[config.mk]
export PLATFORM = sky130hd
export DESIGN_NAME = dcw_decoder
export DESIGN_NICKNAME = d
export VERILOG_FILES = /design/src/verilog/dcw_pkg.sv /design/src/verilog/dcw_word_store.sv /design/src/verilog/dcw_pin_lock.sv /design/src/verilog/dcw_decoder.sv
export SDC_FILE = /design/constraint.sdc
export NUM_CORES = 1
export LEC_CHECK = 0
export BUFFER_PORTS_ARGS = -buffer_cell sky130_fd_sc_hd__buf_2
export CAP_MARGIN = 20
export CELL_PAD_IN_SITES_DETAIL_PLACEMENT = 1
export CELL_PAD_IN_SITES_GLOBAL_PLACEMENT = 2
export CORE_AREA = 2 2 131 229
export DETAILED_ROUTE_END_ITERATION = 12
export DIE_AREA = 0 0 133 231
export PLACE_DENSITY = 0.91
export SLEW_MARGIN = 20
export SYNTH_ARGS = -nofsm -noshare
export SYNTH_HDL_FRONTEND = slang
export SYNTH_SLANG_ARGS = --single-unit
[constraint.sdc]
create_clock -name core_clk -period 2.9 [get_ports core_clk]
set_input_delay 0.145 -clock core_clk [delete_from_list [all_inputs] [get_ports core_clk]]
set_output_delay 0.145 -clock core_clk [all_outputs]
set_load 0.005 [all_outputs]
[src/verilog/dcw_pkg.sv]
// Purpose: constants, field positions and carrier types for the configuration word decoder
// Assumes: three 32-bit configuration words are fetched from flash one at a time after reset is released
// Notes: the decoded settings are frozen after the load until the next reset
// How it works
// - window size 11/10/01/00 gives 25, 37.5, 50, 75 percent of timeout.
// - watchdog hard enable 1 forces watchdog on; software cannot disable it.
// - window disable 1 selects non-window mode, 0 selects window mode.
// - postscale ratio is two to the power of the five-bit field.
// - postscale codes above 10100 behave as 10100.
// - switch/monitor 1x none, 01 switching only, 00 switching plus fail-safe.
// - peripheral bus divisor 11/10/01/00 divides system clock by 8/4/2/1.
// - clock out config 0 drives clock out only when primary mode 11 or 00.
// - primary mode 11 off, 10 high speed, 01 standard crystal, 00 external.
// - two-speed start-up enable bit 1 performs two-speed start-up.
// - three-bit reset oscillator select picks one of eight clock sources.
// - system pll output divisor codes give 1,2,4,8,16,32,64,256.
// - usb pll enable_n 1 disables and bypasses the usb pll.
// - usb pll input divider codes give 1,2,3,4,5,6,10,12.
// - system pll multiplier codes give 15 to 21, then 24.
// - bus power pin owner 1 hands that pin to the usb module.
// - usb identifier pin owner 1 hands that pin to the usb module.
// - one-shot bits allow one pin-select or module-disable reconfiguration only.
// - 16-bit user identifier word held and readable by external tools.
// - while pin select lock is set, pin-select register writes are rejected.

package dcw_pkg;

  // ==========================================
  // word indices and word count
  localparam logic [1:0] DCW_WORD_ONE = 2'h1;
  localparam logic [1:0] DCW_WORD_TWO = 2'h2;
  localparam logic [1:0] DCW_WORD_THREE = 2'h3;
  localparam int DCW_WORD_COUNT = 3;

  // ==========================================
  // word one field positions
  localparam int W1_WIN_SIZE_LSB = 24;
  localparam int W1_HARD_EN_BIT = 23;
  localparam int W1_WIN_DIS_BIT = 22;
  localparam int W1_POSTSCALE_LSB = 16;
  localparam int W1_SWITCH_MON_LSB = 14;
  localparam int W1_PB_DIV_LSB = 12;
  localparam int W1_CLKOUT_BIT = 10;
  localparam int W1_POSC_MODE_LSB = 8;
  localparam int W1_TWO_SPEED_BIT = 7;
  localparam int W1_SOSC_EN_BIT = 5;
  localparam int W1_OSC_SEL_LSB = 0;

  // word two field positions
  localparam int W2_PLL_ODIV_LSB = 16;
  localparam int W2_USB_PLL_EN_N_BIT = 15;
  localparam int W2_USB_IDIV_LSB = 8;
  localparam int W2_PLL_MUL_LSB = 4;
  localparam int W2_PLL_IDIV_LSB = 0;

  // word three field positions
  localparam int W3_BUS_POWER_OWN_BIT = 31;
  localparam int W3_USB_ID_OWN_BIT = 30;
  localparam int W3_PIN_ONE_SHOT_BIT = 29;
  localparam int W3_MOD_ONE_SHOT_BIT = 28;
  localparam int W3_USER_ID_LSB = 0;

  // ==========================================
  // decode values
  localparam logic [4:0] DCW_POSTSCALE_MAX = 5'h14;
  localparam logic [1:0] DCW_POSC_OFF = 2'h3;
  localparam logic [1:0] DCW_POSC_EXT = 2'h0;
  // erased flash reads all ones; raw words and stored copy before the load match that
  localparam logic [31:0] DCW_ERASED = 32'hffffffff;

  // window fraction in eighths of the timeout: 2/8, 3/8, 4/8, 6/8
  localparam logic [3:0] DCW_WIN_25 = 4'h2;
  localparam logic [3:0] DCW_WIN_375 = 4'h3;
  localparam logic [3:0] DCW_WIN_50 = 4'h4;
  localparam logic [3:0] DCW_WIN_75 = 4'h6;

  typedef enum logic [2:0] {
    DCW_SRC_FRC = 3'b000,
    DCW_SRC_FAST_RC_PROGRAMMABLE_DIVIDE_PLL = 3'b001,
    DCW_SRC_POSC = 3'b010,
    DCW_SRC_POSC_PLL = 3'b011,
    DCW_SRC_SOSC = 3'b100,
    DCW_SRC_LOW_POWER_RC_OSCILLATOR = 3'b101,
    DCW_SRC_FRC_DIV16 = 3'b110,
    DCW_SRC_FRC_PROG_DIV = 3'b111
  } dcw_osc_src_t;

  typedef enum logic [1:0] {
    DCW_POSC_MODE_EXT = 2'b00,
    DCW_POSC_MODE_XT = 2'b01,
    DCW_POSC_MODE_HS = 2'b10,
    DCW_POSC_MODE_OFF = 2'b11
  } dcw_posc_mode_t;

  typedef enum logic [1:0] {
    DCW_LD_IDLE = 2'b00,
    DCW_LD_REQ = 2'b01,
    DCW_LD_WAIT = 2'b10,
    DCW_LD_DONE = 2'b11
  } dcw_load_state_t;

  // ==========================================
  // carriers
  typedef struct packed {
    logic wdt_force_on;
    logic wdt_window_mode;
    logic [3:0] wdt_window_eighths;
    logic [4:0] wdt_postscale_log2;
    logic clock_switch_enable;
    logic fail_safe_monitor_enable;
    logic [3:0] pb_divisor;
    logic clock_out_enable;
    dcw_posc_mode_t posc_mode;
    logic two_speed_startup;
    logic sosc_enable;
    dcw_osc_src_t reset_osc_src;
  } dcw_clock_cfg_t;

  typedef struct packed {
    logic [8:0] sys_pll_out_div;
    logic usb_pll_enable;
    logic [3:0] usb_pll_in_div;
    logic [4:0] sys_pll_mul;
    logic [3:0] sys_pll_in_div;
  } dcw_pll_cfg_t;

  typedef struct packed {
    logic bus_power_usb_owned;
    logic usb_id_usb_owned;
    logic pin_select_one_shot;
    logic module_disable_one_shot;
    logic [15:0] user_identifier_word;
  } dcw_usb_cfg_t;

endpackage : dcw_pkg

[src/verilog/dcw_word_store.sv]
// Purpose: holds the three raw configuration words as loaded from flash
// Assumes: one write port from the loader, one registered read port
// Notes: read data comes out of a register, one cycle after the address

`timescale 1ns/100ps
`default_nettype none

module dcw_word_store
  import dcw_pkg::*;
#(
  parameter int WIDTH = 32,
  parameter int DEPTH = 4
) (
  // clock and reset
  input wire logic core_clk,
  input wire logic resetn,
  input wire logic clk_en,
  // write side
  input wire logic wr_en,
  input wire logic [1:0] wr_addr,
  input wire logic [WIDTH-1:0] wr_data,
  // read side
  input wire logic [1:0] rd_addr,
  output logic [WIDTH-1:0] rd_data_q
);

  // ==========================================
  // storage
  logic [WIDTH-1:0] mem_q [DEPTH];

  genvar gi;
  generate
    for (gi = 0; gi < DEPTH; gi++) begin : g_word
      always_ff @(posedge core_clk) begin
        if (!resetn) begin
          mem_q[gi] <= WIDTH'(DCW_ERASED);
        end else if (clk_en && wr_en && (wr_addr == 2'(gi))) begin
          mem_q[gi] <= wr_data;
        end
      end
    end
  endgenerate

  always_ff @(posedge core_clk) begin
    if (!resetn) begin
      rd_data_q <= WIDTH'(DCW_ERASED);
    end else if (clk_en) begin
      rd_data_q <= mem_q[rd_addr];
    end
  end

endmodule : dcw_word_store

`default_nettype wire

[src/verilog/dcw_pin_lock.sv]
// Purpose: pin-select and module-disable lock with one-shot limit
// Assumes: unlock sequence is checked elsewhere; lock_wr means a permitted lock write
// Notes: once a one-shot lock has been set it cannot be cleared before reset

`timescale 1ns/100ps
`default_nettype none

module dcw_pin_lock (
  // clock and reset
  input wire logic core_clk,
  input wire logic resetn,
  input wire logic clk_en,
  // configuration
  input wire logic one_shot,
  input wire logic cfg_valid,
  // lock control
  input wire logic lock_wr,
  input wire logic lock_wdata,
  // state
  output logic lock_q,
  output logic used_q
);

  always_ff @(posedge core_clk) begin
    if (!resetn) begin
      lock_q <= 1'b0;
      used_q <= 1'b0;
    end else if (clk_en && cfg_valid && lock_wr) begin
      // a one-shot lock that was set once stays set: one reconfiguration only
      if (!(one_shot && used_q)) begin
        lock_q <= lock_wdata;
        used_q <= used_q | lock_wdata;
      end
    end
  end

endmodule : dcw_pin_lock

`default_nettype wire

[src/verilog/dcw_decoder.sv]
// Purpose: loads three configuration words from flash at reset and decodes them
// Assumes: flash answers each read with flash_rd_valid some cycles after flash_rd_req
// Notes: settings read all zeros until cfg_valid_q rises, then hold until reset

`timescale 1ns/100ps
`default_nettype none

module dcw_decoder
  import dcw_pkg::*;
(
  // clock, reset, enable
  input wire logic core_clk,
  input wire logic resetn,
  input wire logic clk_en,
  // flash fetch
  output logic flash_rd_req_q,
  output logic [1:0] flash_rd_word_q,
  input wire logic flash_rd_valid,
  input wire logic [31:0] flash_rd_data,
  // programming port read of stored words
  input wire logic [1:0] prog_rd_word,
  output logic [31:0] prog_rd_data_q,
  output logic [15:0] user_identifier_word_q,
  // run-time lock and watchdog software control
  input wire logic pin_select_lock_wr,
  input wire logic pin_select_lock_wdata,
  input wire logic module_disable_lock_wr,
  input wire logic module_disable_lock_wdata,
  input wire logic sw_watchdog_on,
  input wire logic pps_wr_req,
  // decoded settings
  output logic cfg_valid_q,
  output dcw_clock_cfg_t clock_cfg_q,
  output dcw_pll_cfg_t pll_cfg_q,
  output dcw_usb_cfg_t usb_cfg_q,
  output logic watchdog_run_q,
  output logic pin_select_lock_q,
  output logic module_disable_lock_q,
  output logic pps_wr_accept_q,
  output logic clock_out_on_pin_q
);

  // ==========================================
  // divider decode shared by both pll input dividers
  function automatic logic [3:0] pll_in_div(input logic [2:0] code);
    logic [3:0] r;
    r = 4'h1;
    unique case (code)
      3'b000: r = 4'h1;
      3'b001: r = 4'h2;
      3'b010: r = 4'h3;
      3'b011: r = 4'h4;
      3'b100: r = 4'h5;
      3'b101: r = 4'h6;
      3'b110: r = 4'ha;
      3'b111: r = 4'hc;
    endcase
    return r;
  endfunction : pll_in_div

  function automatic logic [8:0] pll_out_div(input logic [2:0] code);
    logic [8:0] r;
    // 111 is 256, not 128: the series breaks at the top code
    r = (code == 3'b111) ? 9'h100 : 9'(9'h1 << code);
    return r;
  endfunction : pll_out_div

  function automatic logic [4:0] pll_mul(input logic [2:0] code);
    logic [4:0] r;
    r = (code == 3'b111) ? 5'h18 : 5'(5'hf + {2'h0, code});
    return r;
  endfunction : pll_mul

  function automatic logic [3:0] win_eighths(input logic [1:0] code);
    logic [3:0] r;
    r = DCW_WIN_75;
    unique case (code)
      2'b11: r = DCW_WIN_25;
      2'b10: r = DCW_WIN_375;
      2'b01: r = DCW_WIN_50;
      2'b00: r = DCW_WIN_75;
    endcase
    return r;
  endfunction : win_eighths

  // ==========================================
  // loader state
  dcw_load_state_t ld_state_q, ld_state_d;
  logic [1:0] ld_word_q;
  logic [31:0] word_one_q, word_two_q, word_three_q;
  logic store_wr;

  assign store_wr = (ld_state_q == DCW_LD_WAIT) && flash_rd_valid;

  always_comb begin
    ld_state_d = ld_state_q;
    unique case (ld_state_q)
      DCW_LD_IDLE: ld_state_d = DCW_LD_REQ;
      DCW_LD_REQ: ld_state_d = DCW_LD_WAIT;
      DCW_LD_WAIT: begin
        if (flash_rd_valid) begin
          ld_state_d = (ld_word_q == DCW_WORD_THREE) ? DCW_LD_DONE : DCW_LD_REQ;
        end
      end
      DCW_LD_DONE: ld_state_d = DCW_LD_DONE;
    endcase
  end

  always_ff @(posedge core_clk) begin
    if (!resetn) begin
      ld_state_q <= DCW_LD_IDLE;
    end else if (clk_en) begin
      ld_state_q <= ld_state_d;
    end
  end

  always_ff @(posedge core_clk) begin
    if (!resetn) begin
      ld_word_q <= DCW_WORD_ONE;
    end else if (clk_en && store_wr && ld_word_q != DCW_WORD_THREE) begin
      ld_word_q <= 2'(ld_word_q + 2'h1);
    end
  end

  always_ff @(posedge core_clk) begin
    if (!resetn) begin
      flash_rd_req_q <= 1'b0;
      flash_rd_word_q <= DCW_WORD_ONE;
    end else if (clk_en) begin
      flash_rd_req_q <= (ld_state_d == DCW_LD_REQ);
      flash_rd_word_q <= store_wr && ld_word_q != DCW_WORD_THREE
                         ? 2'(ld_word_q + 2'h1) : ld_word_q;
    end
  end

  // raw words are captured only during the load, never afterwards
  always_ff @(posedge core_clk) begin
    if (!resetn) begin
      word_one_q <= DCW_ERASED;
      word_two_q <= DCW_ERASED;
      word_three_q <= DCW_ERASED;
    end else if (clk_en && store_wr) begin
      if (ld_word_q == DCW_WORD_ONE) begin
        word_one_q <= flash_rd_data;
      end
      if (ld_word_q == DCW_WORD_TWO) begin
        word_two_q <= flash_rd_data;
      end
      if (ld_word_q == DCW_WORD_THREE) begin
        word_three_q <= flash_rd_data;
      end
    end
  end

  // ==========================================
  // stored copy for the programming port
  dcw_word_store #(
    .WIDTH(32),
    .DEPTH(4)
  ) u_store (
    .core_clk(core_clk),
    .resetn(resetn),
    .clk_en(clk_en),
    .wr_en(store_wr),
    .wr_addr(ld_word_q),
    .wr_data(flash_rd_data),
    .rd_addr(prog_rd_word),
    .rd_data_q(prog_rd_data_q)
  );

  // ==========================================
  // field decode
  dcw_clock_cfg_t clock_d;
  dcw_pll_cfg_t pll_d;
  dcw_usb_cfg_t usb_d;
  logic [4:0] ps_code;
  logic [1:0] sm_code;

  always_comb begin
    ps_code = word_one_q[W1_POSTSCALE_LSB +: 5];
    sm_code = word_one_q[W1_SWITCH_MON_LSB +: 2];
    clock_d.wdt_force_on = word_one_q[W1_HARD_EN_BIT];
    clock_d.wdt_window_mode = !word_one_q[W1_WIN_DIS_BIT];
    clock_d.wdt_window_eighths = win_eighths(word_one_q[W1_WIN_SIZE_LSB +: 2]);
    clock_d.wdt_postscale_log2 = (ps_code > DCW_POSTSCALE_MAX) ? DCW_POSTSCALE_MAX : ps_code;
    clock_d.clock_switch_enable = !sm_code[1];
    clock_d.fail_safe_monitor_enable = (sm_code == 2'b00);
    clock_d.pb_divisor = 4'(4'h1 << word_one_q[W1_PB_DIV_LSB +: 2]);
    clock_d.posc_mode = dcw_posc_mode_t'(word_one_q[W1_POSC_MODE_LSB +: 2]);
    // clock out is only meaningful when the oscillator pin is free
    clock_d.clock_out_enable = !word_one_q[W1_CLKOUT_BIT] &&
      (word_one_q[W1_POSC_MODE_LSB +: 2] == DCW_POSC_OFF ||
       word_one_q[W1_POSC_MODE_LSB +: 2] == DCW_POSC_EXT);
    clock_d.two_speed_startup = word_one_q[W1_TWO_SPEED_BIT];
    clock_d.sosc_enable = word_one_q[W1_SOSC_EN_BIT];
    // no guard against primary off with primary selected; that is the programmer's duty
    clock_d.reset_osc_src = dcw_osc_src_t'(word_one_q[W1_OSC_SEL_LSB +: 3]);

    pll_d.sys_pll_out_div = pll_out_div(word_two_q[W2_PLL_ODIV_LSB +: 3]);
    pll_d.usb_pll_enable = !word_two_q[W2_USB_PLL_EN_N_BIT];
    pll_d.usb_pll_in_div = pll_in_div(word_two_q[W2_USB_IDIV_LSB +: 3]);
    pll_d.sys_pll_mul = pll_mul(word_two_q[W2_PLL_MUL_LSB +: 3]);
    pll_d.sys_pll_in_div = pll_in_div(word_two_q[W2_PLL_IDIV_LSB +: 3]);

    usb_d.bus_power_usb_owned = word_three_q[W3_BUS_POWER_OWN_BIT];
    usb_d.usb_id_usb_owned = word_three_q[W3_USB_ID_OWN_BIT];
    usb_d.pin_select_one_shot = word_three_q[W3_PIN_ONE_SHOT_BIT];
    usb_d.module_disable_one_shot = word_three_q[W3_MOD_ONE_SHOT_BIT];
    usb_d.user_identifier_word = word_three_q[W3_USER_ID_LSB +: 16];
  end

  // ==========================================
  // decoded outputs, latched once when the load completes
  logic load_done;
  assign load_done = (ld_state_q == DCW_LD_DONE);

  always_ff @(posedge core_clk) begin
    if (!resetn) begin
      cfg_valid_q <= 1'b0;
    end else if (clk_en && load_done) begin
      cfg_valid_q <= 1'b1;
    end
  end

  always_ff @(posedge core_clk) begin
    if (!resetn) begin
      clock_cfg_q <= '0;
      pll_cfg_q <= '0;
      usb_cfg_q <= '0;
      user_identifier_word_q <= 16'h0;
      clock_out_on_pin_q <= 1'b0;
    end else if (clk_en && load_done && !cfg_valid_q) begin
      clock_cfg_q <= clock_d;
      pll_cfg_q <= pll_d;
      usb_cfg_q <= usb_d;
      user_identifier_word_q <= usb_d.user_identifier_word;
      clock_out_on_pin_q <= clock_d.clock_out_enable;
    end
  end

  // ==========================================
  // watchdog run: forced on by configuration, else follows software
  always_ff @(posedge core_clk) begin
    if (!resetn) begin
      watchdog_run_q <= 1'b0;
    end else if (clk_en && cfg_valid_q) begin
      watchdog_run_q <= clock_cfg_q.wdt_force_on | sw_watchdog_on;
    end
  end

  // ==========================================
  // locks
  logic pin_lock, mod_lock;

  dcw_pin_lock u_pin_lock (
    .core_clk(core_clk),
    .resetn(resetn),
    .clk_en(clk_en),
    .one_shot(usb_cfg_q.pin_select_one_shot),
    .cfg_valid(cfg_valid_q),
    .lock_wr(pin_select_lock_wr),
    .lock_wdata(pin_select_lock_wdata),
    .lock_q(pin_lock),
    .used_q()
  );

  dcw_pin_lock u_mod_lock (
    .core_clk(core_clk),
    .resetn(resetn),
    .clk_en(clk_en),
    .one_shot(usb_cfg_q.module_disable_one_shot),
    .cfg_valid(cfg_valid_q),
    .lock_wr(module_disable_lock_wr),
    .lock_wdata(module_disable_lock_wdata),
    .lock_q(mod_lock),
    .used_q()
  );

  assign pin_select_lock_q = pin_lock;
  assign module_disable_lock_q = mod_lock;

  // a pin-select write is accepted only while unlocked; one cycle later
  always_ff @(posedge core_clk) begin
    if (!resetn) begin
      pps_wr_accept_q <= 1'b0;
    end else if (clk_en) begin
      pps_wr_accept_q <= pps_wr_req && !pin_lock;
    end
  end

endmodule : dcw_decoder

`default_nettype wire

==> reports/results.txt, run 1 <==
status = finished, final reports clean
CTS tree = yes
CTS resizes = 0
Final TNS setup = 0 ns
WP data required = 3.06 ns
clk_lat worst skew = 0.54 ns
largest net degree at the start of global routing = 55
FILL cells = 3,057
Sinks on Clock Net = 294
starting density of the core = 40.5%
sw frac = 21.8%
Net Switching = 1.84 mW
Die Y = 231 µm
RSZ-0062 raised after global routing = false
Crit Path Max Fanout = 37
area taken by flip-flops and latches = 7170 µm²
Reg power frac = 51.6%
Final Non-Filler Cells = 1,510
Top FF cell, synth = dfxtp_1
chip width = 133 µm
share of the synthesized area in the top cell type = 32.7%
vias in the first global route = 8,515
Clock Power Share = 43.6%
Hold Crit Depth = 4
Synth area leader = edfxtp_1
post-detail-place hpwl = 20,300 µm
Remaining DRCs = 0
crit start category = register
Comb power frac = 4.8%
Final Hold Vio Count = 0
clk buf depth = 3
synth cell count leaders = dfxtp_1, nand2b_1, edfxtp_1
Final #Nets = 1,161
Max-cap violations = 0
post-place setup slack = 0.911 ns
final worst-path cycle share = 68.4%
Leak = 4.69 nW
Rel. slew slack = 40.2%
synth warn = 0
CTS H-tree depth = 1
Worst-path clk slew = 0.07 ns
drt first pass iters = 4
top post-synthesis cells by area = edfxtp_1, dfxtp_1, nand2b_1, mux4_2, o22a_1
global-route wire length before repair = 49,000 µm
Die Area = 30,700 µm²
hold path start = flash_rd_valid
hold-critical path endpoint = ld_state_q[0]$_SDFFE_PN0P_
number of synthesized flops with an enable pin = 128
fmax = 504 MHz
Netlist cell types = 44
most frequent cell after synthesis = dfxtp_1
Ports = 169
PortBufs = 166
initial drt markers = 435
initial antenna violation count = 1
CTS root buffer = clkbuf_16
Arrival @ worst endpoint = 2.14 ns
layout cell share with drive strength beyond 1 = 24.3%
Setup Crit Path Kind = register to register
worst hold path type = input port to register
Yosys reg bits = 294
Power, Total = 8.43 mW
Via-to-Cell Ratio = 5.22
antenna viol nets, final = 0
postcts setup bufs = 0
number of setup violations in the final report = 0
Post-synth ARST share = 0%
cts bufs inserted = 27
grt total ovfl = 0
Synth Instances = 944
Synth Area per Inst = 12.4 µm²
Worst R2R End = u_store.mem_q[1][26]$_SDFFCE_PN1P_
# placed instances = 1,425
clk_skew = 0.0168 ns
Placeable Area = 29,000 µm²
FF-to-FF Start = ld_state_q[1]$_SDFFE_PN0P_
Critical Path Sink Type = register
pwr dens = 603 nW/µm²
via count = 7,889
multi-input gate area in the final layout = 3970 µm²
Internal = 6.59 mW
Final Slew Violations = 0
Tmin final = 1.98 ns
ANT cells = 0
post-synthesis sequential area ratio = 61.0%
R2R setup slack = 0.92 ns
row count = 83
GRT Total Usage = 20.7%
Routed WL = 31,700 µm
Area Overhead vs Synth = 19.0%
gp weighted congestion = 0.796
Worst VDD drop = 0.000358 V
DR WL/cell = 21.0 µm
Setup WS post-layout = 0.917 ns
Mapped Area = 11,700 µm²
Worst R2R Path Depth = 3
Slew @ Worst Pin = 0.897 ns
[cells in the final DEF (no fill, tap or decap), types with 8 or more instances in the layout]
| master | netlist | routed |
|---|---|---|
| o22a_1 | 54 | 54 |
| mux2i_1 | 36 | 36 |
| buf_4 | 36 | 17 |
| nor2_1 | 21 | 21 |
| dlygate4sd3_1 | 0 | 38 |
| a211oi_1 | 10 | 10 |
| nand2_1 | 125 | 125 |
| edfxtp_1 | 128 | 128 |
| nand3_1 | 18 | 18 |
| a21oi_1 | 59 | 59 |
| clkbuf_16 | 0 | 32 |
| dfxtp_1 | 166 | 166 |
| inv_1 | 11 | 11 |
| nand2b_1 | 132 | 132 |
| o21ai_0 | 8 | 8 |
| buf_2 | 27 | 166 |
| mux4_2 | 32 | 32 |
[layer usage]
metal	GRT usage, %	vias up	part of all wire (%)
li1	-	3651	-
met1	23.9	3984	38
met4	7.69	2	2.9
met3	2.85	55	4.8
met2	38.6	197	54
met5	0	-	0.041
[cell families (layout without fill, tap and decap cells)]
kind of cell	Yosys count	count (layout)	share of synthesized area, %
simple gates	327	327	15.0
flops	294	294	61.0
compound gates	146	146	8.60
buf+inv	100	283	5.34
mux	68	68	9.20
fa+ha+maj	7	7	0.746
other cells	1	2	0.0319
xor+xnor	1	1	0.0746
[flip-flops by register name, summed over array words and instances (netlist names)]
signal / flops
cfg_valid_q: 1
clock_cfg_q: 23
clock_out_on_pin_q: 1
flash_rd_req_q: 1
flash_rd_word_q: 2
ld_state_q: 2
ld_word_q: 2
pll_cfg_q: 22
pps_wr_accept_q: 1
u_mod_lock.lock_q: 1
u_mod_lock.used_q: 1
u_pin_lock.lock_q: 1
u_pin_lock.used_q: 1
u_store.mem_q: 128
u_store.rd_data_q: 32
usb_cfg_q: 20
watchdog_run_q: 1
word_one_q: 21
word_three_q: 20
word_two_q: 13
[worst max-delay path, stage by stage, from the launching register on]
cell      delay (ns)
dfxtp_1         0.56
nand4b_4        0.32
o21ai_4         0.23
buf_4           0.48
[power groups by stage]
stage	registers, mW	clock network (mW)	logic [mW]
2_1_floorplan	4.43	0	0.224
3_3_place_gp	4.44	0	0.355
3_5_place_dp	4.44	0	0.363
4_1_cts	4.35	3.74	0.405
5_1_grt	4.35	3.88	0.432
6_report	4.35	3.68	0.401
[cell type report]
| class | instances | area share [%] |
|---|---|---|
| timing repair buffer | 224 | 10.0 |
| clock buffer | 38 | 5.96 |
| multi-input combinational | 551 | 28.4 |
| tap | 382 | 3.42 |
| inverter | 12 | 0.322 |
| sequential | 294 | 51.3 |
| clock inverter | 9 | 0.591 |
[repair_timing]
item / in CTS / in global routing
hold buffers: 38 / 0
endpoints found under the setup margin: 0 / 0
hold endpoints to repair: 155 / 0
[how the worst max path moves through the flow]
| stage | start | end | slack (ns) | depth (start not counted) |
|---|---|---|---|---|
| floorplan | resetn | u_store.mem_q[0][0]$_SDFFCE_PN1P_ | 0.98 | 4 |
| global placement | ld_state_q[1]$_SDFFE_PN0P_ | u_store.mem_q[2][18]$_SDFFCE_PN1P_ | 0.98 | 3 |
| detailed placement | ld_state_q[1]$_SDFFE_PN0P_ | u_store.mem_q[1][17]$_SDFFCE_PN1P_ | 0.91 | 3 |
| CTS | ld_state_q[1]$_SDFFE_PN0P_ | u_store.mem_q[1][27]$_SDFFCE_PN1P_ | 0.90 | 3 |
| global route | ld_state_q[1]$_SDFFE_PN0P_ | u_store.mem_q[1][27]$_SDFFCE_PN1P_ | 0.80 | 3 |
| finish | ld_state_q[1]$_SDFFE_PN0P_ | u_store.mem_q[1][26]$_SDFFCE_PN1P_ | 0.92 | 3 |
[through the flow]
stage          hold slack, ns  cell area (µm²)  util [%]
2_1_floorplan           0.264            11800         -
3_3_place_gp            0.410            12700      43.8
3_5_place_dp            0.419            12700      43.8
4_1_cts                0.0297            14000      48.2
5_1_grt                0.0697            14000      48.2
6_report               0.0441            14000      48.2
(Power assumes the default switching activity.)
==> run 2: changes to the inputs <==
--- a/config.mk
+++ b/config.mk
@@ -9,10 +9,10 @@
 export CAP_MARGIN = 20
 export CELL_PAD_IN_SITES_DETAIL_PLACEMENT = 1
 export CELL_PAD_IN_SITES_GLOBAL_PLACEMENT = 2
-export CORE_AREA = 2 2 131 229
+export CORE_AREA = 2 2 142 248
 export DETAILED_ROUTE_END_ITERATION = 12
-export DIE_AREA = 0 0 133 231
-export PLACE_DENSITY = 0.91
+export DIE_AREA = 0 0 144 250
+export PLACE_DENSITY = 0.83
 export SLEW_MARGIN = 20
 export SYNTH_ARGS = -nofsm -noshare
 export SYNTH_HDL_FRONTEND = slang
==> constraint.sdc (replaced) <==
create_clock -name core_clk -period 1.8 [get_ports core_clk]
set_input_delay 0.09 -clock core_clk [delete_from_list [all_inputs] [get_ports core_clk]]
set_output_delay 0.09 -clock core_clk [all_outputs]
set_load 0.005 [all_outputs]
==> reports/results.txt, run 2 (same netlist as run 1, synthesis figures left out) <==
status = finished, final reports clean
ANT cells = 0
drt first pass iters = 4
Worst VDD drop = 0.000606 V
fmax = 594 MHz
Slew @ Worst Pin = 0.532 ns
initial antenna violation count = 0
initial drt markers = 386
Ports = 169
hold path start = clk_en
Crit Path Max Fanout = 32
final worst-path cycle share = 93.5%
Sinks on Clock Net = 294
Final TNS setup = 0 ns
Arrival @ worst endpoint = 1.96 ns
Final Core Density = 42.2%
Final Slew Violations = 0
Worst-path clk slew = 0.06 ns
Final Hold Vio Count = 0
Max-cap violations = 0
Die Area = 36,000 µm²
PortBufs = 166
met2 WL = 17,000 µm
Rel. slew slack = 64.3%
Setup WS post-layout = 0.118 ns
Die Y = 250 µm
DRT met1 WL = 12,600 µm
critical path's slowest cell = and4b_1
antenna viol nets, final = 0
starting density of the core = 34.4%
Via-to-Cell Ratio = 4.92
CTS root buffer = clkbuf_16
Worst R2R Path Depth = 4
Power, Total = 13.6 mW
# placed instances = 1,517
Final Non-Filler Cells = 1,608
multi-input gate area in the final layout = 3980 µm²
Placeable Area = 34,100 µm²
Largest regs = u_store.mem_q (128), u_store.rd_data_q (32), clock_cfg_q (23)
clk_skew = 0.00999 ns
hold-critical path endpoint = flash_rd_word_q[1]$_SDFFE_PN0P_
pwr dens = 947 nW/µm²
gp weighted congestion = 0.785
CTS tree = yes
vias in the first global route = 8,505
Max Used Layer = met4
most frequent cells in the layout = buf_2, dfxtp_1, nand2b_1
post-detail-place hpwl = 21,100 µm
global-route wire length before repair = 48,400 µm
cts bufs inserted = 27
Reg with most FFs = u_store.mem_q
CTS H-tree depth = 1
Worst R2R End = u_store.mem_q[0][4]$_SDFFCE_PN1P_
postcts setup bufs = 0
crit-path cells = and4b_1 -> and3_4 -> buf_12 -> nand2b_1
Crit path buffers/inverters = 1
R2R setup slack = 0.12 ns
RSZ-0062 raised after global routing = false
via count = 7,906
crit start category = register
Leak = 4.83 nW
area taken by flip-flops and latches = 7170 µm²
FILL cells = 3,649
row count = 90
max reg flops = 128
post-place setup slack = 0.111 ns
clk_lat worst skew = 0.54 ns
largest net degree at the start of global routing = 70
WP data required = 2.08 ns
Hold Crit Depth = 3
crit-path max cell delay = 0.46 ns
worst hold path type = input port to register
Area Overhead vs Synth = 22.5%
GRT Total Usage = 17.5%
number of setup violations in the final report = 0
DR WL/cell = 19.5 µm
Setup Crit Path Kind = register to register
Tmin final = 1.68 ns
Critical Path Sink Type = register
clk buf depth = 3
Final #Nets = 1,180
Remaining DRCs = 0
layout cell share with drive strength beyond 1 = 25.1%
Routed WL = 31,300 µm
Crit path max-delay family = simple AND/OR/NAND/NOR gates
FF-to-FF Start = ld_state_q[0]$_SDFFE_PN0P_
most common cell after layout, fill and taps aside = buf_2
DR WL met3 = 1020 µm
grt total ovfl = 0
chip width = 144 µm
[run 2: changes by cell type in the layout (fill, tap and decap cells not counted), moves of 2 or more]
cell / previous run / this run
bufinv_16: 1 / 3
dlygate4sd3_1: 38 / 43
inv_4: 2 / 0
clkbuf_1: 5 / 8
clkbuf_8: 1 / 3
buf_12: 3 / 16
clkbuf_16: 32 / 28
[run 2: power by group]
| part | switching [mW] | internal, mW |
|---|---|---|
| Clock | 2.48 | 3.43 |
| Sequential | 0.0304 | 6.98 |
| Combinational | 0.404 | 0.297 |
| Total | 2.92 | 10.7 |
[run 2: what timing repair did]
item / 4_1_cts / 5_1_grt
resized for setup: 0 / 3
endpoints found under the hold margin: 192 / 0
hold buffers: 43 / 0
setup endpoints to repair: 0 / 2
[run 2: cell type report]
type | instances | area share (%)
sequential | 294 | 49.8
multi-input combinational | 551 | 27.6
timing repair buffer | 243 | 12.0
clock buffer | 41 | 5.45
tap | 460 | 4.00
clock inverter | 7 | 0.791
inverter | 12 | 0.313
[run 2: worst max-delay path by stage]
stage / from / endpoint / slack (ns) / cells past startpoint
2_1_floorplan: ld_state_q[1]$_SDFFE_PN0P_ / u_store.mem_q[0][0]$_SDFFCE_PN1P_ / 0.17 / 5
3_3_place_gp: ld_word_q[0]$_SDFFE_PN1P_ / u_store.mem_q[3][7]$_SDFFCE_PN1P_ / 0.14 / 5
3_5_place_dp: ld_state_q[0]$_SDFFE_PN0P_ / u_store.mem_q[0][4]$_SDFFCE_PN1P_ / 0.11 / 4
4_1_cts: resetn / u_pin_lock.lock_q$_SDFFE_PN0P_ / 0.04 / 7
5_1_grt: ld_state_q[0]$_SDFFE_PN0P_ / u_store.mem_q[0][4]$_SDFFCE_PN1P_ / 0.008 / 4
6_report: ld_state_q[0]$_SDFFE_PN0P_ / u_store.mem_q[0][4]$_SDFFCE_PN1P_ / 0.12 / 4
[run 2: per-stage QoR]
stage          area (µm²)  hold WS [ns]
4_1_cts             14400        0.0670
6_report            14400        0.0798
2_1_floorplan       11800         0.209
3_5_place_dp        13000         0.359
3_3_place_gp        13000         0.345
5_1_grt             14400        0.0996
[run 2: worst register-to-register path: stages (launching register included)]
cell and delay [ns]:
dfxtp_1 0.40, and4b_1 0.46, and3_4 0.24, buf_12 0.21, nand2b_1 0.11
[run 2: layer usage]
metal / up-vias / GRT usage, %
li1: 3692 / -
met2: 146 / 32.9
met1: 4025 / 20.3
met4: 0 / 5.29
met5: - / 0
met3: 43 / 2.17
